**config.mk**
```make
export PLATFORM = sky130hd
export DESIGN_NAME = exec_unit
export DESIGN_NICKNAME = d
export VERILOG_FILES = /design/src/exec_pkg.sv /design/src/cond_check.sv /design/src/exec_unit.sv /design/src/sum_unit.sv
export SDC_FILE = /design/constraint.sdc
export NUM_CORES = 1
export LEC_CHECK = 0
export ABC_AREA = 1
export BUFFER_PORTS_ARGS = -buffer_cell sky130_fd_sc_hd__buf_4
export CORE_ASPECT_RATIO = 1.4
export CORE_MARGIN = 3
export CORE_UTILIZATION = 58
export DETAILED_ROUTE_END_ITERATION = 10
export GPL_ROUTABILITY_DRIVEN = 0
export PLACE_DENSITY = 0.88
export RECOVER_POWER = 100
export SYNTH_ARGS = -nofsm -noshare
export SYNTH_HDL_FRONTEND = slang
export SYNTH_SLANG_ARGS = --single-unit
```
**constraint.sdc**
```tcl
create_clock -name clk_in -period 16.4 [get_ports clk_in]
set_input_delay 1.64 -clock clk_in [delete_from_list [all_inputs] [get_ports clk_in]]
set_output_delay 1.64 -clock clk_in [all_outputs]
set_load 0.05 [all_outputs]
```
**src/exec_pkg.sv**
```systemverilog
// Shared constants and types for the add, logic and branch execute unit.
// Assumes one 100 MHz clock and an asynchronous active-high reset.
package exec_pkg;

    // ------------------------------------------------------------------
    // Instruction fields
    // ------------------------------------------------------------------
    localparam int COND_MSB = 31;
    localparam int COND_LSB = 28;
    localparam int CLASS_MSB = 27;
    localparam int CLASS_LSB = 25;
    localparam int IMM_FORM_BIT = 25;
    localparam int LINK_BIT = 24;
    localparam int OPC_MSB = 24;
    localparam int OPC_LSB = 21;
    localparam int FLAG_UPD_BIT = 20;
    localparam int FIRST_REG_LSB = 16;
    localparam int RD_LSB = 12;
    localparam int OFFSET_MSB = 23;

    localparam logic [1:0] CLASS_DATA_HI = 2'h0;
    localparam logic [2:0] CLASS_BRANCH = 3'h5;
    localparam logic [3:0] OPC_AND = 4'h0;
    localparam logic [3:0] OPC_ADD = 4'h4;
    localparam logic [3:0] OPC_ADC = 4'h5;
    localparam logic [3:0] OPC_CLEAR_BITS = 4'he;

    // ------------------------------------------------------------------
    // Registers, status word layout and figures
    // ------------------------------------------------------------------
    localparam int FLAG_N = 31;
    localparam int FLAG_Z = 30;
    localparam int FLAG_C = 29;
    localparam int FLAG_V = 28;
    localparam logic [4:0] MODE_USER = 5'h10;
    localparam logic [4:0] MODE_SYSTEM = 5'h1f;
    localparam logic [3:0] PC_INDEX = 4'hf;
    localparam logic [3:0] RETURN_INDEX = 4'he;
    localparam logic [31:0] PC_AHEAD = 32'h0000_0008;
    localparam logic [31:0] NEXT_INSTR = 32'h0000_0004;
    localparam logic [31:0] STATUS_RESET = 32'h0000_0013;
    localparam logic [3:0] ADDR_STATUS = 4'h0;
    localparam logic [3:0] ADDR_RESULT = 4'h4;

    typedef enum logic [2:0] {
        OP_NONE = 3'b000,
        OP_AND = 3'b001,
        OP_CLEAR = 3'b010,
        OP_ADD = 3'b011,
        OP_ADC = 3'b100,
        OP_BRANCH = 3'b101
    } op_kind_t;

    typedef struct packed {
        logic valid;
        logic [3:0] index;
        logic [31:0] data;
    } reg_write_t;

endpackage

```
**src/cond_check.sv**
```systemverilog
// Condition field evaluation against the N, Z, C, V flags.
// Combinational; flags come from the current status word.
module cond_check
    import exec_pkg::*;
(
    input wire logic [3:0] cond_in,
    input wire logic [3:0] nzcv_in,
    output logic pass_out
);

    logic n;
    logic z;
    logic c;
    logic v;
    logic base;

    always_comb begin
        {n, z, c, v} = nzcv_in;
        unique case (cond_in[3:1])
            3'h0: base = z;
            3'h1: base = c;
            3'h2: base = n;
            3'h3: base = v;
            3'h4: base = c && !z;
            3'h5: base = (n == v);
            3'h6: base = !z && (n == v);
            3'h7: base = 1'b1;
        endcase
        // Odd codes invert, except code 4'hf, which never passes
        if (cond_in == 4'hf) begin
            pass_out = 1'b0;
        end else begin
            pass_out = cond_in[0] ? !base : base;
        end
    end

endmodule

```
**src/exec_unit.sv**
```systemverilog
// Execute stage for add, add with carry, AND, bit clear and branch.
// Assumes operands arrive with the instruction in the same cycle and
// that the register file takes the write ports in the cycle after.
//
// Functional notes
// RQ1 - Add with carry writes first operand plus shifter operand plus carry.
// RQ2 - Add with carry sets overflow from the signed three-term sum.
// RQ3 - Both additions update N, Z, C, V only when flag bit is set.
// RQ4 - Bit 25 picks immediate or register shifter operand form.
// RQ5 - Destination 15 without flag bit loads the counter, flags untouched.
// RQ6 - Destination 15 with flag bit loads counter and restores saved status.
// RQ7 - Source never issues flag form to counter in user or system mode.
// RQ8 - Nothing executes unless the condition field passes.
// RQ9 - Plain add writes first operand plus shifter operand, no carry.
// RQ10 - AND writes conjunction; N from bit 31, Z when result zero.
// RQ11 - Logical ops take carry from shifter, leave overflow unchanged.
// RQ12 - Bit clear writes first operand AND inverted shifter operand.
// RQ13 - Branch target adds sign-extended offset shifted left two places.
// RQ14 - Counter value added equals branch address plus eight.
// RQ15 - Link form writes following address into register 14.
// RQ16 - Software never branches past either end of the address space.
module exec_unit
    import exec_pkg::*;
(
    input wire logic clk_in,
    input wire logic sys_rst_in,
    input wire logic instr_valid_in,
    input wire logic [31:0] instr_in,
    input wire logic [31:0] instr_addr_in,
    input wire logic [31:0] first_operand_in,
    input wire logic [31:0] imm_operand_in,
    input wire logic imm_carry_in,
    input wire logic [31:0] reg_operand_in,
    input wire logic reg_carry_in,
    input wire logic [31:0] saved_status_word_in,
    input wire logic [3:0] reg_addr_in,
    input wire logic [31:0] reg_wdata_in,
    input wire logic reg_wr_in,
    input wire logic reg_rd_in,
    output logic [31:0] reg_rdata_out,
    output reg_write_t dest_wr_out,
    output reg_write_t link_wr_out,
    output logic pc_load_out,
    output logic [31:0] pc_value_out,
    output logic [31:0] current_status_word_out,
    output logic unpredictable_out,
    output logic skipped_out
);

    // ------------------------------------------------------------------
    // Decode
    // ------------------------------------------------------------------
    logic [31:0] current_status_word_reg;
    logic [31:0] current_status_word_next;
    logic [31:0] last_result_reg;
    logic [3:0] nzcv;
    logic cond_pass;
    logic exec;
    logic flag_upd;
    logic [3:0] rd_idx;
    logic to_pc;
    op_kind_t op_kind;

    assign nzcv = current_status_word_reg[FLAG_N:FLAG_V];
    assign flag_upd = instr_in[FLAG_UPD_BIT];
    assign rd_idx = instr_in[RD_LSB +: 4];
    assign to_pc = (rd_idx == PC_INDEX);

    cond_check u_cond (
        .cond_in(instr_in[COND_MSB:COND_LSB]),
        .nzcv_in(nzcv),
        .pass_out(cond_pass)
    );

    always_comb begin
        op_kind = OP_NONE;
        if (instr_in[CLASS_MSB:CLASS_LSB] == CLASS_BRANCH) begin
            op_kind = OP_BRANCH;
        end else if (instr_in[CLASS_MSB:CLASS_LSB + 1] == CLASS_DATA_HI) begin
            unique case (instr_in[OPC_MSB:OPC_LSB])
                OPC_AND: op_kind = OP_AND;
                OPC_CLEAR_BITS: op_kind = OP_CLEAR;
                OPC_ADD: op_kind = OP_ADD;
                OPC_ADC: op_kind = OP_ADC;
                default: op_kind = OP_NONE;
            endcase
        end
    end

    assign exec = instr_valid_in && cond_pass && (op_kind != OP_NONE); // RQ8

    // ------------------------------------------------------------------
    // Operand select and arithmetic
    // ------------------------------------------------------------------
    logic [31:0] shifter_op;
    logic shifter_carry;
    logic add_carry_in;
    logic [31:0] add_sum;
    logic add_carry;
    logic add_ovf;
    logic [31:0] result;
    logic [31:0] branch_offset;
    logic [31:0] branch_target;
    logic [31:0] pc_ahead;
    logic [31:0] link_addr;

    always_comb begin
        if (instr_in[IMM_FORM_BIT]) begin // RQ4
            shifter_op = imm_operand_in;
            shifter_carry = imm_carry_in;
        end else begin
            shifter_op = reg_operand_in;
            shifter_carry = reg_carry_in;
        end
    end

    // Carry enters the sum only for add with carry
    assign add_carry_in = (op_kind == OP_ADC)
                          && current_status_word_reg[FLAG_C]; // RQ1 RQ9

    sum_unit u_sum (
        .a_in(first_operand_in),
        .b_in(shifter_op),
        .carry_in(add_carry_in),
        .sum_out(add_sum),
        .carry_out(add_carry),
        .overflow_out(add_ovf)
    );

    always_comb begin
        unique case (op_kind)
            OP_AND: result = first_operand_in & shifter_op; // RQ10
            OP_CLEAR: result = first_operand_in & ~shifter_op; // RQ12
            OP_ADD, OP_ADC: result = add_sum; // RQ1 RQ9
            default: result = 32'h0000_0000;
        endcase
    end

    assign pc_ahead = instr_addr_in + PC_AHEAD; // RQ14
    assign branch_offset = {{6{instr_in[OFFSET_MSB]}},
                            instr_in[OFFSET_MSB:0], 2'b00}; // RQ13
    assign branch_target = pc_ahead + branch_offset; // RQ13
    assign link_addr = instr_addr_in + NEXT_INSTR; // RQ15

    // ------------------------------------------------------------------
    // Status word
    // ------------------------------------------------------------------
    logic is_arith;
    logic is_logic;
    logic restore;
    logic flag_write;

    assign is_arith = (op_kind == OP_ADD) || (op_kind == OP_ADC);
    assign is_logic = (op_kind == OP_AND) || (op_kind == OP_CLEAR);
    assign restore = exec && !(op_kind == OP_BRANCH) && flag_upd && to_pc;
    assign flag_write = exec && (is_arith || is_logic) && flag_upd
                        && !to_pc;

    always_comb begin
        current_status_word_next = current_status_word_reg;
        if (restore) begin
            current_status_word_next = saved_status_word_in; // RQ6
        end else if (flag_write) begin // RQ3
            current_status_word_next[FLAG_N] = result[31]; // RQ10
            current_status_word_next[FLAG_Z] = (result == 32'h0000_0000);
            if (is_arith) begin
                current_status_word_next[FLAG_C] = add_carry; // RQ3
                current_status_word_next[FLAG_V] = add_ovf; // RQ2
            end else begin
                current_status_word_next[FLAG_C] = shifter_carry; // RQ11
            end
        end else if (reg_wr_in && reg_addr_in == ADDR_STATUS) begin
            // Software write loses to an executing flag update
            current_status_word_next = reg_wdata_in;
        end
    end

    always_ff @(posedge clk_in or posedge sys_rst_in) begin
        if (sys_rst_in) begin
            current_status_word_reg <= STATUS_RESET;
        end else begin
            current_status_word_reg <= current_status_word_next;
        end
    end

    assign current_status_word_out = current_status_word_reg;

    // ------------------------------------------------------------------
    // Result ports
    // ------------------------------------------------------------------
    always_ff @(posedge clk_in or posedge sys_rst_in) begin
        if (sys_rst_in) begin
            dest_wr_out <= '0;
            link_wr_out <= '0;
            pc_load_out <= 1'b0;
            pc_value_out <= 32'h0000_0000;
            skipped_out <= 1'b0;
        end else begin
            dest_wr_out.valid <= exec && (is_arith || is_logic) && !to_pc;
            dest_wr_out.index <= rd_idx;
            dest_wr_out.data <= result;
            // Return address and redirect leave together
            link_wr_out.valid <= exec && (op_kind == OP_BRANCH)
                                 && instr_in[LINK_BIT]; // RQ15
            link_wr_out.index <= RETURN_INDEX; // RQ15
            link_wr_out.data <= link_addr;
            if (exec && op_kind == OP_BRANCH) begin
                pc_load_out <= 1'b1;
                pc_value_out <= branch_target; // RQ13
            end else if (exec && to_pc) begin
                pc_load_out <= 1'b1; // RQ5 RQ6
                pc_value_out <= result;
            end else begin
                pc_load_out <= 1'b0;
            end
            skipped_out <= instr_valid_in && !exec; // RQ8
        end
    end

    // Flags the issuing side breaking the restore restriction
    always_ff @(posedge clk_in or posedge sys_rst_in) begin
        if (sys_rst_in) begin
            unpredictable_out <= 1'b0;
        end else begin
            unpredictable_out <= restore &&
                ((current_status_word_reg[4:0] == MODE_USER) ||
                 (current_status_word_reg[4:0] == MODE_SYSTEM)); // RQ7
        end
    end

    // ------------------------------------------------------------------
    // Register port
    // ------------------------------------------------------------------
    always_ff @(posedge clk_in or posedge sys_rst_in) begin
        if (sys_rst_in) begin
            last_result_reg <= 32'h0000_0000;
        end else if (exec && op_kind != OP_BRANCH) begin
            last_result_reg <= result;
        end
    end

    always_ff @(posedge clk_in or posedge sys_rst_in) begin
        if (sys_rst_in) begin
            reg_rdata_out <= 32'h0000_0000;
        end else if (reg_rd_in) begin
            unique case (reg_addr_in)
                ADDR_STATUS: reg_rdata_out <= current_status_word_reg;
                ADDR_RESULT: reg_rdata_out <= last_result_reg;
                default: reg_rdata_out <= 32'h0000_0000;
            endcase
        end else begin
            reg_rdata_out <= 32'h0000_0000;
        end
    end

    // ------------------------------------------------------------------
    // Checks
    // ------------------------------------------------------------------
    // Reference sums built apart from the adder, zero- and sign-extended
    logic ref_carry;
    logic [32:0] carry_sum_ref;
    logic [32:0] signed_sum_ref;

    assign ref_carry = (op_kind == OP_ADC) && nzcv[1];
    assign carry_sum_ref = {1'b0, first_operand_in} + {1'b0, shifter_op} +
        {32'h0000_0000, ref_carry};
    assign signed_sum_ref = {first_operand_in[31], first_operand_in} +
        {shifter_op[31], shifter_op} +
        {32'h0000_0000, ref_carry};

    add_with_carry_a: assert property ( // RQ1
        @(posedge clk_in) disable iff (sys_rst_in)
        (exec && op_kind == OP_ADC && !to_pc) |=> (dest_wr_out.valid &&
            dest_wr_out.data == $past(first_operand_in) +
            $past(shifter_op) + {31'h0, $past(nzcv[1])}))
        else $error("add with carry result wrong");

    carry_overflow_a: assert property ( // RQ2
        @(posedge clk_in) disable iff (sys_rst_in)
        (flag_write && op_kind == OP_ADC) |=>
            current_status_word_reg[FLAG_V] ==
            $past(signed_sum_ref[32] ^ signed_sum_ref[31]))
        else $error("add with carry overflow wrong");

    arith_carry_a: assert property ( // RQ3
        @(posedge clk_in) disable iff (sys_rst_in)
        (flag_write && is_arith) |=> (current_status_word_reg[FLAG_C] ==
            $past(carry_sum_ref[32]) && dest_wr_out.data ==
            $past(carry_sum_ref[31:0])))
        else $error("add carry flag wrong");

    flags_hold_a: assert property ( // RQ3
        @(posedge clk_in) disable iff (sys_rst_in)
        (instr_valid_in && is_arith && !flag_upd && !reg_wr_in) |=>
            $stable(current_status_word_reg[FLAG_N:FLAG_V]))
        else $error("flags changed without update bit");

    operand_form_a: assert property ( // RQ4
        @(posedge clk_in) disable iff (sys_rst_in)
        (exec && op_kind == OP_AND && !to_pc && instr_in[IMM_FORM_BIT]) |=>
            dest_wr_out.data == ($past(first_operand_in) &
            $past(imm_operand_in)))
        else $error("immediate form not used");

    pc_plain_load_a: assert property ( // RQ5
        @(posedge clk_in) disable iff (sys_rst_in)
        (exec && op_kind != OP_BRANCH && to_pc && !flag_upd && !reg_wr_in)
        |=> (pc_load_out && pc_value_out == $past(result) &&
            !dest_wr_out.valid && $stable(current_status_word_reg)))
        else $error("counter load disturbed flags");

    status_restore_a: assert property ( // RQ6
        @(posedge clk_in) disable iff (sys_rst_in)
        restore |=> (pc_load_out && current_status_word_reg ==
            $past(saved_status_word_in)))
        else $error("status not restored with counter");

    cond_gate_a: assert property ( // RQ8
        @(posedge clk_in) disable iff (sys_rst_in)
        (instr_valid_in && !cond_pass) |=> (!dest_wr_out.valid &&
            !pc_load_out && !link_wr_out.valid && skipped_out))
        else $error("failed condition still executed");

    plain_add_a: assert property ( // RQ9
        @(posedge clk_in) disable iff (sys_rst_in)
        (exec && op_kind == OP_ADD && !to_pc) |=> dest_wr_out.data ==
            $past(first_operand_in) + $past(shifter_op))
        else $error("plain add result wrong");

    logic_zero_a: assert property ( // RQ10
        @(posedge clk_in) disable iff (sys_rst_in)
        (flag_write && is_logic) |=> (current_status_word_reg[FLAG_Z] ==
            (dest_wr_out.data == 32'h0000_0000) &&
            current_status_word_reg[FLAG_N] == dest_wr_out.data[31]))
        else $error("logic N or Z flag wrong");

    logic_carry_a: assert property ( // RQ11
        @(posedge clk_in) disable iff (sys_rst_in)
        (flag_write && is_logic) |=> (current_status_word_reg[FLAG_C] ==
            $past(shifter_carry) && $stable(current_status_word_reg[FLAG_V])))
        else $error("logic carry or overflow wrong");

    clear_bits_a: assert property ( // RQ12
        @(posedge clk_in) disable iff (sys_rst_in)
        (exec && op_kind == OP_CLEAR && !to_pc) |=> dest_wr_out.data ==
            ($past(first_operand_in) & ~$past(shifter_op)))
        else $error("bit clear result wrong");

    branch_target_a: assert property ( // RQ13 RQ14
        @(posedge clk_in) disable iff (sys_rst_in)
        (exec && op_kind == OP_BRANCH) |=> (pc_load_out && pc_value_out ==
            $past(instr_addr_in) + 32'h0000_0008 +
            {{6{$past(instr_in[23])}}, $past(instr_in[23:0]), 2'b00}))
        else $error("branch target wrong");

    link_write_a: assert property ( // RQ15
        @(posedge clk_in) disable iff (sys_rst_in)
        (exec && op_kind == OP_BRANCH && instr_in[LINK_BIT]) |=>
            (link_wr_out.valid && link_wr_out.index == 4'he &&
            link_wr_out.data == $past(instr_addr_in) + 32'h0000_0004))
        else $error("return address not written");

endmodule

```
**src/sum_unit.sv**
```systemverilog
// Three-term 32-bit adder with carry and signed overflow outputs.
// Purely combinational; the caller registers the results.
module sum_unit
    import exec_pkg::*;
(
    input wire logic [31:0] a_in,
    input wire logic [31:0] b_in,
    input wire logic carry_in,
    output logic [31:0] sum_out,
    output logic carry_out,
    output logic overflow_out
);

    logic [32:0] wide;

    always_comb begin
        wide = {1'b0, a_in} + {1'b0, b_in} + {32'h0000_0000, carry_in};
        sum_out = wide[31:0];
        carry_out = wide[32];
        // Same operand signs giving a result of the other sign
        overflow_out = (a_in[31] == b_in[31]) && (wide[31] != a_in[31]);
    end

endmodule
```
==> flow_metrics.tcl, run 1 <==
set metrics [dict create \
    status "finished with violations" \
    violations "capacitance limit, slew limit" \
    drt_wl_total_um 52700 \
    routedWlPerCell_um 19.4 \
    required_ps 16020 \
    dieArea_um2 26200 \
    top_register "dest_wr_out" \
    cts_resized 0 \
    drcViolationCount 0 \
    ys.flop_type "dfrtp_1" \
    nets 2722 \
    fp-row-count 66 \
    die_h_um 190 \
    hold_class "flip-flop to flip-flop" \
    crit_type "primary input to async pin" \
    synth_top_cell_by_area "dfrtp_1" \
    hold_buffers 0 \
    dpl_cell_area_um2 17300 \
    ant_nets 0 \
    avgSynthCellArea_um2 6.99 \
    clock_skew_ps 16.4 \
    setup_violations 0 \
    nFillCells 2041 \
    cts_made_buffers 21 \
    via_count 15800 \
    avgViaCountPerCell 5.81 \
    hpwl_um 40600 \
    globalRouteTotalUtil_pct 39.1 \
    crit_path_end_kind "async pin" \
    clkLatencyLatePin_ps 510 \
    fmax_mhz 119 \
    grt_pass1_vias 15600 \
    r2r-end "current_status_word_out[31]$_DFFE_PP0P_" \
    synth_cell_types 49 \
    core_area_um2 23500 \
    start_util_pct 59.8 \
    grt_pass1_wl_um 79900 \
    grt_max_degree 125 \
    met2_usage_pct 67.0 \
    synthTopCellsByArea "dfrtp_1 (35%), nand2_1 (17%), ha_1 (7.9%)" \
    yosysWarnings 0 \
    drv_slew 348 \
    largest_register_ffs 37 \
    clk_pin_slew_worst_paths_ps 60 \
    reg_top3 "dest_wr_out: 37 flops, link_wr_out: 34 flops" \
    met3_usage_pct 8.84 \
    cts_tree "done" \
    syn_nets 2342 \
    drive_gt1_share_pct 13.3 \
    crit_arrival_ps 8050 \
    gr-usage-met1_pct 41.7 \
    setup_tns_ps 0 \
    total_leakage_power_nw 9.16 \
    root_buffer "clkbuf_16" \
    postCtsSetupBuffers 0 \
    synth_seq_cells 202 \
    crit_start "sys_rst_in" \
    endpoint "last_result_reg[6]$_DFFE_PP0P_" \
    power.density_nw_per_um2 106 \
    worst-r2r-setup-slack_ps 11080 \
    syn_area_um2 14100 \
    clock_path_buffers 3 \
    antenna_found_initial 3 \
    worstMarginPinSlew_ps 5460 \
    yosysTopAreaCellShare_pct 35.4 \
    dp_worst_setup_slack_ps 10640 \
    ys_seq_area_share_pct 35.9 \
    syn_inst 2015 \
    cap_violations 6 \
    drtIter0Drc 1374 \
    reg2reg_from "current_status_word_out[30]$_DFFE_PP0P_" \
    synthArstFlopShare_pct 100 \
    syn_to_final_growth_pct 22.3 \
    io_buffers 406 \
    ios 408 \
    grt-ovfl-total 0 \
    crit_path_max_fanout 124 \
    dr.pass1.iters 8 \
    postLayoutCellArea_um2 17200 \
    fin_ws_ps 7960 \
    cts_sinks 202 \
    htreeDepth 1 \
    die_w_um 138 \
    r2r_cells 17 \
    fin_crit_sh_pct 51.4 \
    synth_edf_count 0 \
    startpoint_type "primary input" \
    grt.busiest_layer "met2" \
    hold_viol 0 \
    maxSlewHeadroom_pct -266 \
    rsz0062_at_grt "false" \
    fin_crit_ps 8440 \
    ir_drop_uv 96.3 \
]
-- worst max-delay path, stage by stage --
cell	delay, ps
clkbuf_4	110
clkinvlp_2	3040
clkbuf_1	3160
-- logic make-up after synthesis --
group           after synthesis  share of synthesized area (%)
xor+xnor                     46                           2.86
mux                           1                         0.0711
flops                       202                           35.9
simple gates               1054                           31.8
buf+inv                     329                           9.28
other cells                   2                         0.0533
compound gates              289                           11.6
fa+ha+maj                    92                           8.33
-- layout by cell type, fill, tap and decap left out, drive strengths merged, types with 2 or more instances in the layout --
cell type and n:
nor4 5, conb 2, o211ai 8, nand3b 3, a31oi 41, clkinv 3
ha 89, nand4 38, nor3 19, a22oi 5, fa 3, and2 3
o21ai 97, nand3 138, a21o 3, buf 227, bufinv 3, xnor2 12
a211oi 2, clkinvlp 2, dfrtp 199, clkbuf 215, nand2 647, dfstp 3
o21bai 7, inv 270, xor2 34, or2 28, o21a 4, o31ai 2
nor2 170, o22ai 9, a21oi 111
-- cell usage after synthesis (8+ instances only) --
| cell | count |
|---|---|
| buf_2 | 19 |
| inv_1 | 260 |
| nand3_1 | 134 |
| inv_2 | 9 |
| o211ai_1 | 8 |
| clkbuf_1 | 27 |
| nor2_2 | 10 |
| a21oi_1 | 110 |
| ha_1 | 89 |
| xor2_1 | 34 |
| a31oi_2 | 8 |
| nand4_1 | 38 |
| o22ai_1 | 9 |
| nor2_1 | 157 |
| or2_2 | 28 |
| nand2_1 | 645 |
| dfrtp_1 | 199 |
| nor3_1 | 16 |
| a31oi_1 | 33 |
| xnor2_1 | 12 |
| o21ai_0 | 94 |
-- layer usage --
metal / vias up / wire, um
li1: 7243 / -
met1: 7213 / 17000
met2: 965 / 25700
met5: - / 27
met3: 328 / 5440
met4: 4 / 4510
-- worst min-delay path by stage --
| stage | startpoint | endpoint | slack [ps] | depth (start not counted) |
|---|---|---|---|---|
| CTS | last_result_reg[9]$_DFFE_PP0P_ | last_result_reg[9]$_DFFE_PP0P_ | 480 | 2 |
| floorplan | last_result_reg[11]$_DFFE_PP0P_ | last_result_reg[11]$_DFFE_PP0P_ | 440 | 2 |
| global route | last_result_reg[9]$_DFFE_PP0P_ | last_result_reg[9]$_DFFE_PP0P_ | 500 | 2 |
| finish | last_result_reg[9]$_DFFE_PP0P_ | last_result_reg[9]$_DFFE_PP0P_ | 480 | 2 |
| detailed placement | last_result_reg[9]$_DFFE_PP0P_ | last_result_reg[9]$_DFFE_PP0P_ | 460 | 2 |
| global placement | last_result_reg[14]$_DFFE_PP0P_ | last_result_reg[14]$_DFFE_PP0P_ | 460 | 2 |
-- final cells by class --
type                    count  area, um2  area share, %
multi-input cells        1484       7660           44.5
flip-flops and latches    202       5060           29.4
repair buffers            415       2420           14.1
inverters                 271       1020           5.91
clock buffers              27        558           3.24
well taps                 306        383           2.22
clock inverters             7        120          0.697
diodes                      1       2.50         0.0145
-- where the power goes --
part / leakage [nW] / internal [W] / total (W) / switching (W)
Combinational: 6.24 / 0.000182 / 0.000692 / 0.000510
Clock: 0.327 / 0.000288 / 0.000490 / 0.000202
Sequential: 2.60 / 0.000575 / 0.000641 / 0.0000657
Total: 9.16 / 0.00104 / 0.00182 / 0.000778
-- metrics by stage --
step           hold WS (ps)  utilization (%)  total power (W)  cells
2_1_floorplan           443                -          0.00111   2015
3_3_place_gp            458             73.6          0.00136   2678
3_5_place_dp            461             73.6          0.00138   2678
4_1_cts                 477             76.5          0.00186   2712
5_1_grt                 499             73.2          0.00190   2713
6_report                478             73.2          0.00182   2713
(Power assumes the default switching activity.)
==> inputs of run 2 (changes only) <==
--- a/config.mk
+++ b/config.mk
@@ -9,10 +9,10 @@
 export BUFFER_PORTS_ARGS = -buffer_cell sky130_fd_sc_hd__buf_4
 export CORE_ASPECT_RATIO = 1.4
 export CORE_MARGIN = 3
-export CORE_UTILIZATION = 58
+export CORE_UTILIZATION = 48
 export DETAILED_ROUTE_END_ITERATION = 10
 export GPL_ROUTABILITY_DRIVEN = 0
-export PLACE_DENSITY = 0.88
+export PLACE_DENSITY = 0.78
 export RECOVER_POWER = 100
 export SYNTH_ARGS = -nofsm -noshare
 export SYNTH_HDL_FRONTEND = slang
==> constraint.sdc (replaced) <==
create_clock -name clk_in -period 7.7 [get_ports clk_in]
set_input_delay 0.77 -clock clk_in [delete_from_list [all_inputs] [get_ports clk_in]]
set_output_delay 0.77 -clock clk_in [all_outputs]
set_load 0.05 [all_outputs]
==> run 2 against run 1 <==
Die area increased by 20%. Via count decreased by 2.5%. The run still ends with capacitance limit, slew limit left. Wire length decreased by 0.73%. Global-route usage decreased by 6.9 points. Flip-flop and latch count unchanged.
==> flow_metrics.tcl, run 2 (synthesized netlist as in run 1, its figures left out) <==
set metrics [dict create \
    setup_tns_ps 0 \
    rsz0062_at_grt "false" \
    cts_made_buffers 21 \
    crit_type "primary input to flip-flop" \
    htreeDepth 1 \
    fin_ws_ps 2070 \
    crit_top_cell "nand2_1" \
    violations "capacitance limit, slew limit" \
    clkLatencyLatePin_ps 520 \
    die_w_um 151 \
    startpoint_type "primary input" \
    io_buffers 406 \
    stdcell_count 2785 \
    top_register "dest_wr_out" \
    fmax_mhz 178 \
    cts_resized 0 \
    drt_wl_total_um 52300 \
    hold_buffers 0 \
    antenna_found_initial 1 \
    cap_violations 4 \
    grt_max_degree 121 \
    grt-ovfl-total 0 \
    power.density_nw_per_um2 220 \
    crit_path_max_incr_delay_ps 1060 \
    place_inst 2748 \
    core_area_um2 28700 \
    cts_sinks 202 \
    via_count 15400 \
    globalRouteTotalUtil_pct 32.2 \
    crit_arrival_ps 6090 \
    nFillCells 2890 \
    ios 408 \
    clk_pin_slew_worst_paths_ps 70 \
    cp_num_buf_inv 3 \
    hpwl_um 41200 \
    required_ps 8160 \
    maxSlewHeadroom_pct -268 \
    grt_pass1_vias 15300 \
    cts_tree "done" \
    nets 2723 \
    cp_slowest_cell "clkbuf_1" \
    root_buffer "clkbuf_16" \
    worstPathCellList "clkbuf_1 > inv_1 > or2_2 > o21ai_0 > inv_1 > ha_1 > nand2_1 > nor2_1 > nand3_1 > nand3_1 > nand2_1 > a21oi_1 > nor2_1 > nor2_1 > nand2_1 > nor2_1 > nand3_1 > o21bai_1 > nand2_1 > nand2_1" \
    avgViaCountPerCell 5.51 \
    ir_drop_uv 139 \
    hold_viol 0 \
    worstMarginPinSlew_ps 5490 \
    reg_top3 "dest_wr_out: 37 flops, link_wr_out: 34 flops" \
    grt_pass1_wl_um 80000 \
    crit_path_max_fanout 35 \
    hold_class "primary input to flip-flop" \
    clock_skew_ps 16.2 \
    fp-row-count 73 \
    dr.pass1.iters 8 \
    critPathTopFamily "simple AND/OR/NAND/NOR gates" \
    routedWlPerCell_um 18.8 \
    final_cell_mix "nand2_1 (647), inv_1 (261), buf_4 (232)" \
    clock_path_buffers 3 \
    start_util_pct 49.1 \
    final_common_cell "nand2_1" \
    syn_to_final_growth_pct 22.9 \
    drcViolationCount 0 \
    holdWs_ps 401 \
    drive_gt1_share_pct 13.6 \
    status "finished with violations" \
    fin_crit_sh_pct 73.2 \
    crit_path_end_kind "flip-flop" \
    die_h_um 209 \
    dieArea_um2 31500 \
    postCtsSetupBuffers 0 \
    ant_nets 0 \
    drtIter0Drc 1033 \
    drv_slew 209 \
    setup_violations 0 \
    largest_register_ffs 37 \
    fin_crit_ps 5630 \
    total_leakage_power_nw 9.17 \
    dp_worst_setup_slack_ps 2830 \
]
==> run 2: power by group <==
group	leakage (nW)	switching (W)	total (W)	internal, W
logic	6.26	0.00107	0.00146	0.000388
clock network	0.318	0.000432	0.000991	0.000558
registers	2.60	0.000137	0.00136	0.00122
==> run 2: routing by layer <==
metal	global-route usage, %	vias to the layer above	part of all wire [%]
li1	-	7236	-
met3	4.23	220	7.4
met2	56.9	799	50
met5	0	-	0
met1	36.3	7097	35
met4	19.7	0	7.5
==> run 2: worst reg2reg max path, stage by stage, from the launching register on <==
cell and delay (ps):
dfrtp_1 500, inv_1 100, nor2_1 40, nor2_1 90
nand2_1 50, nand2_1 50, nand2_1 50, nand2_1 70
nand2_1 50, nand2_1 110, nand3_4 140, nor2_1 1100
inv_1 870, a21oi_1 430, o21ai_0 120, nand2_1 100
==> run 2: through the flow <==
| step | instance area, um2 | power, W | utilization [%] |
|---|---|---|---|
| after CTS | 18100 | 0.00392 | 63.0 |
| after global placement | 17400 | 0.00291 | 60.7 |
| after detailed placement | 17400 | 0.00293 | 60.7 |
| after global routing | 17300 | 0.00400 | 60.4 |
| final | 17300 | 0.00381 | 60.4 |
| after floorplan | 14100 | 0.00236 | - |
==> run 2: layout make-up <==
class	count	area [um2]	share of cell area, %
Multi-Input combinational cell	1484	7670	44.3
Sequential cell	202	5060	29.2
Timing Repair Buffer	416	2440	14.1
Inverter	271	1020	5.88
Clock buffer	28	572	3.30
Tap cell	375	469	2.71
Clock inverter	8	78.8	0.455
Antenna cell	1	2.50	0.0145
==> run 2: worst paths after layout <==
check	start	to	slack [ps]	cells after the start
setup / recovery	instr_in[25]	current_status_word_out[30]$_DFFE_PP0P_	2070	20
hold reg to reg	last_result_reg[13]$_DFFE_PP0P_	last_result_reg[13]$_DFFE_PP0P_	480	2
min in group asynchronous	sys_rst_in	dest_wr_out[7]$_DFF_PP0_	1970	2
setup reg to reg	current_status_word_out[30]$_DFFE_PP0P_	pc_value_out[9]$_DFFE_PP0P_	3760	15
hold / removal	instr_addr_in[1]	link_wr_out[1]$_DFF_PP0_	400	1
max in group asynchronous	sys_rst_in	skipped_out$_DFF_PP0_	2960	3
